## config.mk

```make
export PLATFORM = sky130hd
export DESIGN_NAME = hpld_ctrl
export DESIGN_NICKNAME = d
export VERILOG_FILES = /design/src/hdl/hpld_pkg.sv /design/src/hdl/hpld_ctrl.sv
export SDC_FILE = /design/constraint.sdc
export NUM_CORES = 1
export LEC_CHECK = 0
export BUFFER_PORTS_ARGS = -buffer_cell sky130_fd_sc_hd__buf_2
export CORE_MARGIN = 1.5
export CORE_UTILIZATION = 25
export DETAILED_ROUTE_END_ITERATION = 7
export GPL_TIMING_DRIVEN = 0
export MAX_ROUTING_LAYER = met4
export SETUP_SLACK_MARGIN = 0.1
export SLEW_MARGIN = 0
export SYNTH_ARGS = -nofsm -noshare
export SYNTH_HDL_FRONTEND = slang
export SYNTH_SLANG_ARGS = --single-unit
```

## constraint.sdc

```tcl
create_clock -name clk_i -period 7.6 [get_ports clk_i]
set_input_delay 0.38 -clock clk_i [delete_from_list [all_inputs] [get_ports clk_i]]
set_output_delay 0.38 -clock clk_i [all_outputs]
set_load 0.03 [all_outputs]
```

## src/hdl/hpld_pkg.sv

```systemverilog
// package: constants, register map and types of the headphone load-detect block
package hpld_pkg;
  // ****************************************************************
  // clock and timing
  // ****************************************************************
  localparam int unsigned CLK_HZ        = 50_000_000; // system clock rate
  localparam int unsigned TONE_HZ       = 24_000;     // test tone frequency
  localparam int unsigned TONE_HALF_CYC = CLK_HZ / (2 * TONE_HZ); // rounds down
  localparam int unsigned RES_MEAS_NS   = 40_000;     // resistance settle time
  localparam int unsigned CAP_MEAS_NS   = 40_000;     // capacitance settle time
  localparam int unsigned RES_MEAS_CYC  = (RES_MEAS_NS * 50 + 999) / 1000;
  localparam int unsigned CAP_MEAS_CYC  = (CAP_MEAS_NS * 50 + 999) / 1000;

  // ****************************************************************
  // register byte offsets
  // ****************************************************************
  localparam logic [4:0] OFS_CTRL   = 5'h00; // path control bits
  localparam logic [4:0] OFS_RAMP   = 5'h04; // ramp rates and slow start
  localparam logic [4:0] OFS_VOL    = 5'h08; // volume targets
  localparam logic [4:0] OFS_STATUS = 5'h0C; // detection status, read only
  localparam logic [4:0] OFS_VOLNOW = 5'h10; // applied volumes, read only

  // ****************************************************************
  // field codes
  // ****************************************************************
  localparam logic [1:0] RES_15_OHM   = 2'h0; // resistance codes
  localparam logic [1:0] RES_30_OHM   = 2'h1;
  localparam logic [1:0] RES_3K_OHM   = 2'h2; // only code above 300 ohm
  localparam logic [2:0] SLOW_ALL_ON  = 3'h7; // ramping enabled
  localparam logic [2:0] RAIL_ADAPT   = 3'h7; // adapt-to-signal
  localparam logic [2:0] RAIL_FIX_HI  = 3'h1; // first fixed rail code
  localparam logic [2:0] RAIL_FIX_LO  = 3'h4; // last fixed rail code
  localparam logic [31:0] CTRL_RST    = 32'h0000_000F; // muted, powered down
  localparam logic [31:0] RAMP_RST    = 32'h0000_0000;
  localparam int unsigned NCH         = 3; // mixer, converter, headphone

  // ****************************************************************
  // types
  // ****************************************************************
  typedef struct packed {
    logic [17:0] unused;                       // reads zero
    logic        load_detect_enable;           // bit 13
    logic        output_load_compensation;     // bit 12
    logic        output_max_level_sel;         // bit 11
    logic [2:0]  adaptive_rail_select;         // bits 10:8
    logic [1:0]  headset_bias_control;         // bits 7:6
    logic        latch_to_supply;              // bit 5
    logic        playback_highpass_enable;     // bit 4
    logic        capture_converter_power_down; // bit 3
    logic        headphone_power_down;         // bit 2
    logic        chan_b_analog_silence;        // bit 1
    logic        chan_a_analog_silence;        // bit 0
  } hpld_ctrl_s;

  typedef struct packed {
    logic [20:0] unused;          // reads zero
    logic [2:0]  slow_start;      // bits 10:8
    logic [3:0]  digital_rate;    // bits 7:4
    logic [3:0]  analog_ramp_rate;// bits 3:0
  } hpld_ramp_s;

  typedef enum {ST_IDLE, ST_RES, ST_CAP, ST_DONE} hpld_state_e;
endpackage : hpld_pkg

```

## src/hdl/hpld_ctrl.sv

```systemverilog
// top module: headphone path control, load detect sequencer and volume ramps
//
// Implementation choices: the Avalon-MM interface to the registers and the register addresses.
`timescale 1ns/100ps
`default_nettype none

// Overview of operation
// - each channel silenced by its mute bit
// - converter power follows driver power-down bit
// - detect on channel A, result covers both
// - plug event with enable starts measurement
// - tone on channel A, chosen contact sensed
// - resistance status 00,01,10; 11 reserved
// - low resistance skips capacitance step
// - end sets done flag and capacitance
// - slow start 111 steps every setting
// - step wait 1 to 72 sample periods
// - no ramp applies volume next edge
// - fixed rail codes hold rails constant
module hpld_ctrl #(
  parameter int unsigned RES_CYC = hpld_pkg::RES_MEAS_CYC, // resistance wait
  parameter int unsigned CAP_CYC = hpld_pkg::CAP_MEAS_CYC  // capacitance wait
) (
  input  wire logic        clk_i,            // 50 MHz clock
  input  wire logic        sys_rst_i,        // sync reset, active high
  input  wire logic [4:0]  address,          // avalon byte address
  input  wire logic        read,             // avalon read
  input  wire logic        write,            // avalon write
  input  wire logic [31:0] writedata,        // avalon write data
  output logic      [31:0] readdata,         // avalon read data
  output logic             waitrequest,      // avalon stall
  input  wire logic        plug_event_i,     // headphone plug-in pulse
  input  wire logic        headset_type_i,   // 1 selects contact four
  input  wire logic [1:0]  res_meas_i,       // resistance comparator code
  input  wire logic        cap_high_i,       // capacitance comparator
  input  wire logic        fs_tick_i,        // one pulse per sample period
  input  wire logic [1:0]  signal_rail_i,    // rail asked for by signal
  output logic             chan_a_mute_o,    // channel A silenced
  output logic             chan_b_mute_o,    // channel B silenced
  output logic             hp_power_down_o,  // amplifier power-down
  output logic [1:0]       dac_power_down_o, // converter power-down A,B
  output logic             adc_power_down_o, // capture converter down
  output logic             highpass_en_o,    // playback high-pass
  output logic             latch_supply_o,   // latch to supply
  output logic [1:0]       bias_ctrl_o,      // headset bias control
  output logic             max_level_o,      // full-scale level select
  output logic             load_comp_o,      // amplifier compensation
  output logic [1:0]       rail_level_o,     // 0 highest .. 3 lowest
  output logic             test_tone_o,      // tone on channel A out
  output logic             sense_four_o,     // sense contact four
  output logic             sense_en_o,       // resistor bank active
  output logic [7:0]       mix_vol_o,        // applied mixer volume
  output logic [7:0]       dac_vol_o,        // applied converter volume
  output logic [7:0]       hp_vol_o          // applied headphone volume
);
  // ****************************************************************
  // parameter checks
  // ****************************************************************
  if (RES_CYC < 1 || CAP_CYC < 1 || RES_CYC > 65535 || CAP_CYC > 65535)
  begin : g_bad
    $error("measurement wait out of range");
  end

  // ****************************************************************
  // helpers
  // ****************************************************************
  // rate code to whole sample periods per step, 1 .. 72
  function automatic logic [6:0] rate_periods(input logic [3:0] code);
    case (code)
      4'h0:    rate_periods = 7'h01;
      4'h1:    rate_periods = 7'h02;
      4'h2:    rate_periods = 7'h04;
      4'h3:    rate_periods = 7'h06;
      4'h4:    rate_periods = 7'h08;
      4'h5:    rate_periods = 7'h0B;
      4'h6:    rate_periods = 7'h10;
      4'h7:    rate_periods = 7'h14;
      4'h8:    rate_periods = 7'h18;
      4'h9:    rate_periods = 7'h20;
      4'hA:    rate_periods = 7'h28;
      4'hB:    rate_periods = 7'h30;
      4'hC:    rate_periods = 7'h38;
      4'hD:    rate_periods = 7'h40;
      4'hE:    rate_periods = 7'h44;
      default: rate_periods = 7'h48;
    endcase
  endfunction : rate_periods

  // ****************************************************************
  // register bus
  // ****************************************************************
  hpld_pkg::hpld_ctrl_s ctrl, next_ctrl;       // control bits
  hpld_pkg::hpld_ramp_s ramp, next_ramp;       // ramp setup
  logic [23:0]          vol_tgt, next_vol_tgt; // volume targets
  logic                 ack, next_ack;         // one-cycle answer
  logic [31:0]          next_readdata;         // read mux
  logic [7:0]           vol_now [hpld_pkg::NCH]; // applied volumes
  logic [1:0]           res_stat;              // resistance status
  logic                 cap_stat;              // capacitance status
  logic                 done;                  // detection done
  hpld_pkg::hpld_state_e state;                // sequencer state
  logic                 wr_go;                 // write takes effect

  // one wait state: answer at the second edge of every request
  assign waitrequest = (read | write) & ~ack;
  assign wr_go       = write & ack;

  // next values of bus-side registers
  always_comb
  begin
    next_ctrl     = ctrl;
    next_ramp     = ramp;
    next_vol_tgt  = vol_tgt;
    next_ack      = (read | write) & ~ack;
    next_readdata = readdata;
    if (wr_go)
    begin
      case (address)
        hpld_pkg::OFS_CTRL: next_ctrl = {18'h0, writedata[13:0]};
        hpld_pkg::OFS_RAMP: next_ramp = {21'h0, writedata[10:0]};
        hpld_pkg::OFS_VOL:  next_vol_tgt = writedata[23:0];
        default: ;                  // unmapped or read-only: ignored
      endcase
    end
    if (read & ~ack)                // data stands at the answering edge
    begin
      case (address)
        hpld_pkg::OFS_CTRL:   next_readdata = ctrl;
        hpld_pkg::OFS_RAMP:   next_readdata = ramp;
        hpld_pkg::OFS_VOL:    next_readdata = {8'h0, vol_tgt};
        hpld_pkg::OFS_STATUS: next_readdata = {26'h0,
                                (state != hpld_pkg::ST_IDLE &&
                                 state != hpld_pkg::ST_DONE),
                                done, 1'b0, cap_stat, res_stat};
        hpld_pkg::OFS_VOLNOW: next_readdata = {8'h0, vol_now[2],
                                vol_now[1], vol_now[0]};
        default:              next_readdata = 32'h0; // unmapped reads zero
      endcase
    end
  end

  // bus-side registers
  always_ff @(posedge clk_i)
  begin
    if (sys_rst_i)
    begin
      ctrl     <= hpld_pkg::CTRL_RST;
      ramp     <= hpld_pkg::RAMP_RST;
      vol_tgt  <= 24'h0;
      ack      <= 1'b0;
      readdata <= 32'h0;
    end
    else
    begin
      ctrl     <= next_ctrl;
      ramp     <= next_ramp;
      vol_tgt  <= next_vol_tgt;
      ack      <= next_ack;
      readdata <= next_readdata;
    end
  end

  // ****************************************************************
  // path control and rails
  // ****************************************************************
  logic [1:0] next_rail; // rail level for the amplifier

  // fixed codes pin the rail, adapt code follows the signal
  always_comb
  begin
    next_rail = rail_level_o;
    if (ctrl.adaptive_rail_select >= hpld_pkg::RAIL_FIX_HI &&
        ctrl.adaptive_rail_select <= hpld_pkg::RAIL_FIX_LO)
      next_rail = 2'(ctrl.adaptive_rail_select - hpld_pkg::RAIL_FIX_HI);
    else if (ctrl.adaptive_rail_select == hpld_pkg::RAIL_ADAPT)
      next_rail = signal_rail_i;
  end

  // registered path outputs; mutes are per channel
  always_ff @(posedge clk_i)
  begin
    if (sys_rst_i)
    begin
      chan_a_mute_o    <= 1'b1;
      chan_b_mute_o    <= 1'b1;
      hp_power_down_o  <= 1'b1;
      dac_power_down_o <= 2'h3;
      adc_power_down_o <= 1'b1;
      rail_level_o     <= 2'h0;
    end
    else
    begin
      chan_a_mute_o    <= ctrl.chan_a_analog_silence;
      chan_b_mute_o    <= ctrl.chan_b_analog_silence;
      hp_power_down_o  <= ctrl.headphone_power_down;
      dac_power_down_o <= {2{ctrl.headphone_power_down}};
      adc_power_down_o <= ctrl.capture_converter_power_down;
      rail_level_o     <= next_rail;
    end
  end
  // plain register images; the host keeps its own ordering
  assign highpass_en_o  = ctrl.playback_highpass_enable;
  assign latch_supply_o = ctrl.latch_to_supply;
  assign bias_ctrl_o    = ctrl.headset_bias_control;
  assign max_level_o    = ctrl.output_max_level_sel;
  assign load_comp_o    = ctrl.output_load_compensation;

  // ****************************************************************
  // load detect sequencer
  // ****************************************************************
  hpld_pkg::hpld_state_e next_state; // sequencer next state
  logic [15:0] wait_cnt, next_wait;  // settle counter
  logic [10:0] tone_cnt, next_tone;  // tone half-period counter
  logic        next_tone_o;          // tone level
  logic [1:0]  next_res;             // resistance status
  logic        next_cap, next_done;  // capacitance and done
  logic        start;                // sequence start

  assign start = plug_event_i & ctrl.load_detect_enable &
                 (state == hpld_pkg::ST_IDLE ||
                  state == hpld_pkg::ST_DONE);

  // only channel A is measured; the code serves both channels
  always_comb
  begin
    next_state  = state;
    next_wait   = wait_cnt;
    next_tone   = tone_cnt;
    next_tone_o = test_tone_o;
    next_res    = res_stat;
    next_cap    = cap_stat;
    next_done   = done;
    case (state)
      hpld_pkg::ST_IDLE, hpld_pkg::ST_DONE:
      begin
        next_tone   = 11'h0;
        next_tone_o = 1'b0;
        if (start)
        begin
          next_done  = 1'b0;
          next_wait  = 16'(RES_CYC - 1);
          next_state = hpld_pkg::ST_RES;
        end
      end
      hpld_pkg::ST_RES, hpld_pkg::ST_CAP:
      begin
        // 24 kHz square tone out of channel A
        if (tone_cnt == 11'(hpld_pkg::TONE_HALF_CYC - 1))
        begin
          next_tone   = 11'h0;
          next_tone_o = ~test_tone_o;
        end
        else
          next_tone = tone_cnt + 11'h1;
        if (wait_cnt != 16'h0)
          next_wait = wait_cnt - 16'h1;
        else if (state == hpld_pkg::ST_RES)
        begin
          // reserved comparator code is folded into the highest load
          next_res = (res_meas_i == 2'h3) ? hpld_pkg::RES_3K_OHM
                                          : res_meas_i;
          if (next_res == hpld_pkg::RES_3K_OHM)
          begin
            next_wait  = 16'(CAP_CYC - 1);
            next_state = hpld_pkg::ST_CAP;
          end
          else
          begin
            next_cap   = 1'b0;
            next_done  = 1'b1;
            next_state = hpld_pkg::ST_DONE;
          end
        end
        else
        begin
          next_cap   = cap_high_i;
          next_done  = 1'b1;
          next_state = hpld_pkg::ST_DONE;
        end
      end
      default: next_state = hpld_pkg::ST_IDLE;
    endcase
  end

  // sequencer registers; done clears at start, resistance status moves at the end of its wait, capacitance at the end
  always_ff @(posedge clk_i)
  begin
    if (sys_rst_i)
    begin
      state       <= hpld_pkg::ST_IDLE;
      wait_cnt    <= 16'h0;
      tone_cnt    <= 11'h0;
      test_tone_o <= 1'b0;
      res_stat    <= hpld_pkg::RES_15_OHM;
      cap_stat    <= 1'b0;
      done        <= 1'b0;
    end
    else
    begin
      state       <= next_state;
      wait_cnt    <= next_wait;
      tone_cnt    <= next_tone;
      test_tone_o <= next_tone_o;
      res_stat    <= next_res;
      cap_stat    <= next_cap;
      done        <= next_done;
    end
  end
  assign sense_en_o   = (state == hpld_pkg::ST_RES ||
                         state == hpld_pkg::ST_CAP);
  assign sense_four_o = headset_type_i;

  // ****************************************************************
  // volume soft ramp
  // ****************************************************************
  logic       ramp_on;                      // slow start enabled
  logic [7:0] next_vol [hpld_pkg::NCH];     // next applied volumes
  logic [6:0] step_cnt [hpld_pkg::NCH];     // periods since last step
  logic [6:0] next_step [hpld_pkg::NCH];    // next period count

  assign ramp_on = (ramp.slow_start == hpld_pkg::SLOW_ALL_ON);

  // mixer and converter use the digital rate, headphone the analog one
  always_comb
  begin
    for (int c = 0; c < hpld_pkg::NCH; c++)
    begin
      logic [7:0] tgt;
      logic [6:0] per;
      tgt          = vol_tgt[c*8 +: 8];
      per          = rate_periods((c == 2) ? ramp.analog_ramp_rate
                                           : ramp.digital_rate);
      next_vol[c]  = vol_now[c];
      next_step[c] = step_cnt[c];
      if (!ramp_on)
      begin
        next_vol[c]  = tgt;
        next_step[c] = 7'h0;
      end
      else if (vol_now[c] == tgt)
        next_step[c] = 7'h0;
      else if (fs_tick_i)
      begin
        if (step_cnt[c] + 7'h1 >= per)
        begin
          next_step[c] = 7'h0;
          next_vol[c]  = (vol_now[c] < tgt) ? vol_now[c] + 8'h1
                                            : vol_now[c] - 8'h1;
        end
        else
          next_step[c] = step_cnt[c] + 7'h1;
      end
    end
  end

  // ramp registers
  always_ff @(posedge clk_i)
  begin
    for (int c = 0; c < hpld_pkg::NCH; c++)
    begin
      vol_now[c]  <= sys_rst_i ? 8'h0 : next_vol[c];
      step_cnt[c] <= sys_rst_i ? 7'h0 : next_step[c];
    end
  end
  assign mix_vol_o = vol_now[0];
  assign dac_vol_o = vol_now[1];
  assign hp_vol_o  = vol_now[2];
endmodule : hpld_ctrl

`default_nettype wire

```

==> metrics.csv, run 1 <==
stage,metric,value,unit
outcome,run status,completed,
route,DRC violation count after routing,0,
finish,post-layout utilization of the core,0.303,
synthesis,flop and latch count out of synthesis,173,
route,ANT nets after route,0,
finish,post-route cell area,11500,µm²
route,First DRT Iteration DRCs,675,
clock_tree,count of hold buffers inserted by post-cts repair,0,
timing,count of pins over their slew limit,0,
timing,"Worst Setup Slack, final",4.12,ns
synthesis,post-synthesis cell count,1142,
critical_path,Crit path required time,7.96,ns
timing,Worst slew margin,0.437,
synthesis,Async SR Flop Fraction,0,
finish,layout-stage area growth over the synthesis result,18.6,%
timing,smallest hold slack,0.172,ns
synthesis,primary flip-flop cell chosen by synthesis mapping,dfxtp_1,
timing,peak clock frequency supported by timing,287,MHz
placement,placed instance count,1764,
synthesis,Post-synth EDFFs,0,
finish,Layout Cells excl Fill,1802,
die,Die Y-Extent,200,µm
finish,fraction of final layout cells with drive strength greater than 1,0.138,
die,io pins,123,
placement,RePlAce Congestion,0.885,
placement,count of buffers from port buffering,104,
timing,accumulated negative setup slack,0,ns
hold_path,hold crit path type,input pin to flop,
critical_path,crit path cell chain,inv_1 -> ha_1 -> nand2b_1 -> a21oi_1 -> nor2_1 -> o21bai_1 -> ha_1 -> a211oi_1 -> o21bai_1 -> a21oi_1 -> xor2_1 -> or3_1 -> a31oi_1,
route,total wire length after detailed routing,30300,µm
critical_path,endpoint class of the critical path,flop,
clock_tree,clock tree buffer depth,2,
synthesis,Synth top area share,0.358,
clock_tree,CTS resizes,0,
synthesis,synth unique cells,68,
timing,share of the clock period used by the worst path after layout,0.458,
critical_path,master of the slowest instance on the critical path,o21bai_1,
synthesis,sequential element share of the synthesized area,0.358,
critical_path,length in cells of the worst reg-to-reg path,13,
critical_path,Stages on worst setup path,13,
synthesis,most common library cells after synthesis,"dfxtp_1 (173), nor2_1 (134), a21oi_1 (102), nand2_1 (95), ha_1 (88)",
synthesis,Syn Std Cell Area,9670,µm²
placement,placement-stage cell area,10900,µm²
synthesis,top cell type by total area after synthesis,dfxtp_1,
placement,Detail Placement HPWL,23300,µm
critical_path,Worst Path Arrival,3.85,ns
clock_tree,H-tree depth,4,
timing,Final Critical Period,3.48,ns
global_route,vias in the first global route,8346,
critical_path,largest fanout on the critical path,8,
clock_tree,number of post-CTS setup repair buffers,0,
synthesis,syn_area_per_cell,8.47,µm²
global_route,first-pass GRT wire length,46700,µm
route,DR WL/cell,16.8,µm
critical_path,Top Family by Delay on Critical Path,compound AO/OA/AOI/OAI gates,
die,die outline area,39900,µm²
pwr,static leakage,4.51,nW
route,detailed-route vias per instance,4.90,
timing,Clock Skews,0.0219,ns
clock_tree,clock transition at the registers of the reported paths,0.07,ns
critical_path,Crit Path Class,flop to flop,
route,Pre-Repair DR Iteration Count,5,
pwr,power after layout,2.42,mW
die,horizontal die dimension,200,µm
route,via total after detailed routing,8824,
placement,Setup WS pre-CTS,4.14,ns
global_route,combined global-route utilization of all metal layers,0.159,
job,Max Cap Violations,0,
timing,setup violation total in the final timing report,0,
synthesis,synth top area cells,"dfxtp_1 (36%), ha_1 (11%), a21oi_1 (5.3%)",
hold_path,worst hold path stage count,3,
clock_tree,Root Buffer,clkbuf_16,
clock_tree,clock latency of the later-clocked register in the worst-skew pair,0.45,ns
die,core area,37800,µm²
synthesis,most frequent cell after synthesis,dfxtp_1,
clock_tree,CTS tree,built,
clock_tree,clock sink count,173,
global_route,largest net degree at the start of global routing,20,
critical_path,count of buffer and inverter cells on the critical path,1,
critical_path,type of element launching the critical path,flop,
critical_path,delay of the slowest cell on the worst path,0.57,ns
pwr,Pwr Density,211,nW/µm²
die,initial cell density of the core,0.256,
clock_tree,clock buffer count from CTS,17,
global_route,total gr overflow,0,
timing,hold violation count in the final report,0,
finish,number of filler cells placed in the layout,4070,
timing,Tightest Pin Transition,0.838,ns
die,Placement Rows,71,
global_route,antenna violations before repair,5,
finish,Total Nets Final,1412,
timing,setup repair after global routing missed its margin,no,
pwr,largest voltage drop on the vdd net,0.197,mV
critical_path,register-to-register setup slack,4.12,ns
synthesis,Yosys Warn Count,0,
==> final cells by class <==
| class | instances | area, µm² | share of cell area |
|---|---|---|---|
| Multi-Input combinational cell | 858 | 5700 | 0.497 |
| Buffer | 57 | 308 | 0.0268 |
| Timing Repair Buffer | 104 | 520 | 0.0454 |
| Inverter | 61 | 229 | 0.0200 |
| Clock buffer | 18 | 429 | 0.0374 |
| Sequential cell | 173 | 3460 | 0.302 |
| Clock inverter | 14 | 165 | 0.0144 |
| Tap cell | 511 | 639 | 0.0557 |
| Antenna cell | 6 | 15.0 | 0.00131 |
==> worst min-delay path: cells and delay by family <==
family | cells | cell delay [ns]
simple gates | 1 | 0.07
mux | 1 | 0.05
buf+inv | 1 | 0.07
==> state kept, by name (all words and copies together) (netlist names), 2 cells and up, named ones only <==
signal,cells
readdata,24
state,2
step_cnt,21
res_stat,2
tone_cnt,11
wait_cnt,16
ctrl,8
ramp,11
vol_tgt,24
rail_level_o,2
bias_ctrl_o,2
vol_now,24
==> metal layers <==
layer	routed length (µm)	vias up	global-route usage
li1	-	4328	-
met1	13900	4160	0.205
met5	0	-	-
met3	2370	25	0.0392
met4	426	0	0.0393
met2	13700	311	0.247
==> layout by cell type (no fill, tap or decap), drive strengths merged, types with 13 or more instances in the layout <==
master,n
a222oi,14
a22oi,18
o21ai,47
mux2i,51
a21oi,102
nand4,13
inv,67
nand3,61
nor2,140
a31oi,18
a211oi,13
ha,88
xor2,27
nand2b,13
nand2,95
clkbuf,48
dfxtp,173
buf,131
xnor2,22
nor3,13
==> path summary, 6_finish.rpt <==
kind	startpoint	endpoint
worst max-delay path	vol_now[0][16]	vol_now[0][22]
worst min-delay path	writedata[14]	vol_tgt[14]
worst max register to register	vol_now[0][16]	vol_now[0][22]
worst min register to register	res_stat[0]	res_stat[0]
==> power breakdown <==
| part | internal, mW | switching (mW) |
|---|---|---|
| clock network | 0.444 | 0.443 |
| logic | 0.186 | 0.353 |
| registers | 0.954 | 0.0425 |
| total | 1.58 | 0.839 |
==> logic make-up after synthesis <==
kind of cell               synth area share
AOI/OAI and AO/OA                     0.171
xor gates and xnor gates             0.0444
adders and majority gates             0.120
buffers and inverters                0.0555
DFF                                   0.358
muxes                                0.0564
other                              0.000388
and+or+nand+nor                       0.195
(Power assumes the default switching activity.)
==> run 2: changes to the inputs <==
--- a/config.mk
+++ b/config.mk
@@ -5,6 +5,7 @@
 export SDC_FILE = /design/constraint.sdc
 export NUM_CORES = 1
 export LEC_CHECK = 0
+export ABC_AREA = 1
 export BUFFER_PORTS_ARGS = -buffer_cell sky130_fd_sc_hd__buf_2
 export CORE_MARGIN = 1.5
 export CORE_UTILIZATION = 25
==> constraint.sdc (replaced) <==
create_clock -name clk_i -period 3.6 [get_ports clk_i]
set_input_delay 0.18 -clock clk_i [delete_from_list [all_inputs] [get_ports clk_i]]
set_output_delay 0.18 -clock clk_i [all_outputs]
set_load 0.03 [all_outputs]
==> metrics.csv, run 2 <==
stage,metric,value,unit,change
timing,accumulated negative setup slack,0,ns,unchanged
synthesis,Post-synth EDFFs,0,,unchanged
synthesis,synth unique cells,47,,-31%
finish,Regs by FF count,"readdata: 24 flops, vol_now: 24 flops, vol_tgt: 24 flops",,
critical_path,Crit path required time,3.96,ns,-4.00 ns
outcome,run status,completed,,
synthesis,proportion of synthesized area in mux cells,0,,-0.0564
clock_tree,clock latency of the later-clocked register in the worst-skew pair,0.44,ns,about the same
synthesis,sequential element share of the synthesized area,0.340,,-0.0184
critical_path,"Top cell by count, worst path",nand2_1,,
route,via total after detailed routing,10000,,+13%
route,ANT nets after route,0,,unchanged
critical_path,master of the slowest instance on the critical path,dfxtp_1,,
critical_path,Worst Path Arrival,3.29,ns,-0.56 ns
synthesis,combinational family with the most area after synthesis,simple AND/OR/NAND/NOR gates,,
critical_path,register-to-register setup slack,0.67,ns,-3.44 ns
timing,setup violation total in the final timing report,0,,unchanged
synthesis,Yosys Warn Count,0,,unchanged
critical_path,Crit Path Class,flop to flop,,
synthesis,xor/xnor cell area share of the yosys netlist,0.0258,,-0.0186
pwr,Pwr Density,437,nW/µm²,+110%
synthesis,Synth top area share,0.340,,-0.0184
critical_path,CP Launch Point,step_cnt[0][14],,
pwr,largest voltage drop on the vdd net,0.254,mV,+29%
hold_path,hold crit path type,input pin to flop,,
pwr,share of total power consumed by net switching,0.349,,+0.00254
global_route,vias in the first global route,9095,,+9.0%
pwr,clock network fraction of design power,0.365,,about the same
synthesis,most frequent cell after synthesis,nand2_1,,
clock_tree,Root Buffer,clkbuf_16,,
die,Placement Rows,73,,+2.8%
global_route,total gr overflow,0,,unchanged
die,core area,40000,µm²,+5.7%
finish,"leading cell type in the layout, fill and taps excluded",nand2_1,,
finish,Total Nets Final,1721,,+22%
clock_tree,CTS resizes,0,,unchanged
synthesis,Syn Std Cell Area,10200,µm²,+5.4%
route,total wire length after detailed routing,31300,µm,+3.2%
route,DR WL/cell,14.7,µm,-12%
clock_tree,CTS tree,built,,
global_route,first-pass GRT wire length,48400,µm,+3.7%
critical_path,Stages on worst setup path,14,,+1
placement,count of buffers from port buffering,105,,+0.96%
critical_path,Crit Reg-Reg Startpoint,step_cnt[0][14],,
synthesis,area fraction in compound gates after synthesis,0.160,,-0.0102
critical_path,crit path cell chain,ha_1 -> nand3_1 -> nand3b_1 -> xnor2_1 -> ha_1 -> nand2_1 -> inv_1 -> a21oi_1 -> nand3_1 -> nand2_1 -> nand2_1 -> inv_1 -> nand2_1 -> a21oi_1,,
critical_path,endpoint class of the critical path,flop,,
die,die outline area,42000,µm²,+5.3%
die,Die Y-Extent,205,µm,+2.6%
route,Pre-Repair DR Iteration Count,5,,unchanged
synthesis,top cell type by total area after synthesis,dfxtp_1,,
clock_tree,H-tree depth,4,,unchanged
pwr,sequential share of power,0.391,,-0.020
timing,Worst slew margin,0.466,,+0.0285
global_route,largest net degree at the start of global routing,19,,-5.0%
critical_path,length in cells of the worst reg-to-reg path,14,,+1
finish,layout-stage area growth over the synthesis result,18.5,%,about the same
placement,placement-stage cell area,11400,µm²,+5.0%
synthesis,Async SR Flop Fraction,0,,unchanged
clock_tree,clock sink count,173,,unchanged
global_route,combined global-route utilization of all metal layers,0.152,,-0.00638
placement,Detail Placement HPWL,24700,µm,+5.9%
clock_tree,clock buffer count from CTS,17,,unchanged
clock_tree,clock tree buffer depth,2,,unchanged
die,initial cell density of the core,0.255,,-0.000711
finish,most frequent cells in the layout,"nand2_1 (381), dfxtp_1 (173), a21oi_1 (150)",,
synthesis,syn_area_per_cell,7.07,µm²,-17%
pwr,switching pwr,1.84,mW,+120%
synthesis,primary flip-flop cell chosen by synthesis mapping,dfxtp_1,,
critical_path,Top Family by Delay on Critical Path,simple AND/OR/NAND/NOR gates,,
synthesis,synth top area cells,"dfxtp_1 (34%), nand2_1 (14%), ha_1 (11%)",,
pwr,share of power burned in combinational logic,0.244,,+0.022
route,detailed-route vias per instance,4.72,,-3.7%
synthesis,"arithmetic-cell share of the synthesized area counting full adders, half adders and majority gates",0.114,,-0.00617
timing,share of the clock period used by the worst path after layout,0.813,,+0.355
critical_path,Reg-to-Reg End,vol_now[0][16],,
global_route,antenna violations before repair,3,,-2
die,horizontal die dimension,205,µm,+2.6%
job,Max Cap Violations,0,,unchanged
critical_path,CP Capture Point,vol_now[0][16],,
critical_path,delay of the slowest cell on the worst path,0.43,ns,-0.14 ns
critical_path,type of element launching the critical path,flop,,
route,DRC violation count after routing,0,,unchanged
timing,Clock Skews,0.00984,ns,-0.0121 ns
clock_tree,clock transition at the registers of the reported paths,0.08,ns,about the same
timing,Tightest Pin Transition,0.801,ns,-0.0363 ns
route,First DRT Iteration DRCs,999,,+48%
finish,fraction of final layout cells with drive strength greater than 1,0.127,,-0.0110
timing,setup repair after global routing missed its margin,no,,
timing,Final Critical Period,2.93,ns,-0.557 ns
timing,count of pins over their slew limit,0,,unchanged
critical_path,largest fanout on the critical path,8,,unchanged
placement,RePlAce Congestion,0.927,,+4.7%
timing,hold violation count in the final report,0,,unchanged
synthesis,post-synthesis cell count,1443,,+26%
timing,peak clock frequency supported by timing,342,MHz,+19%
pwr,Int Power,3.44,mW,+120%
synthesis,"post-synthesis share of cell area spent on and, or, nand and nor gates",0.275,,+0.0808
pwr,static leakage,5.23,nW,+16%
die,io pins,123,,unchanged
synthesis,flop and latch count out of synthesis,173,,unchanged
finish,post-route cell area,12100,µm²,+5.4%
synthesis,most common library cells after synthesis,"nand2_1 (381), dfxtp_1 (173), a21oi_1 (150), inv_1 (145), nor2_1 (110)",,
critical_path,count of buffer and inverter cells on the critical path,2,,+1
run 2: power by group through the flow:
stage               combinational, mW  sequential [mW]  clock (mW)
finish                           1.29             2.07        1.93
global route                     1.45             2.08        2.05
CTS                              1.28             2.07        1.97
detailed placement               1.27             2.11           0
global placement                 1.24             2.11           0
floorplan                       0.965             2.09           0
run 2: worst min-delay path by stage:
stage,slack (ns),start,endpoint,cells after the start
CTS,0.006,writedata[10],ramp[10],3
detailed placement,0.43,writedata[3],ctrl[3],3
finish,0.03,writedata[10],ramp[10],3
global route,0.03,writedata[10],ramp[10],3
global placement,0.41,writedata[3],ctrl[3],3
floorplan,0.27,fs_tick_i,step_cnt[0][14],1
run 2: layout make-up:
class / count / area (µm²)
multi-input cells: 1072 / 5900
inverters: 155 / 584
repair buffers: 112 / 596
fillers: 4364 / 27900
diodes: 3 / 7.51
clock inverters: 14 / 166
clock buffers: 18 / 439
plain buffers: 50 / 278
flip-flops and latches: 173 / 3460
well taps: 525 / 657
run 2: metrics by stage:
step | cells | hold slack, ns | total power [mW] | setup slack, ns | util
after floorplan | 1450 | 0.275 | 3.06 | 1.01 | -
after detailed placement | 2080 | 0.427 | 3.38 | 0.694 | 0.285
after global routing | 2122 | 0.0305 | 5.59 | 0.376 | 0.302
final | 2122 | 0.0260 | 5.29 | 0.672 | 0.302
after CTS | 2119 | 0.00615 | 5.32 | 0.666 | 0.302
after global placement | 2080 | 0.412 | 3.35 | 0.711 | 0.285
run 2: timing repair:
item	in CTS	in global routing
hold buffers	7	0
buffers inserted	0	0
hold endpoints to repair	9	0
run 2: routing by layer:
metal  track usage  vias up  wire (µm)
met5             -        -          0
met4        0.0334        0        412
met3        0.0307       25       2520
met2         0.224      304      13200
met1         0.213     4671      15200
li1              -     5008          -
run 2: worst register-to-register path: cells and delay by family, from the launching register on:
family,cells,cell delay [ns]
flip-flops,1,0.43
buffers and inverters,2,0.27
adder cells (fa/ha/maj),2,0.49
AO/OA/AOI/OAI,2,0.27
XOR/XNOR,1,0.20
AND/OR/NAND/NOR,7,1.20
run 2: kinds of logic after synthesis:
family,Yosys count
flops,173
fa+ha+maj,91
other cells,1
buf+inv,205
simple gates,649
compound gates,294
xor+xnor,30
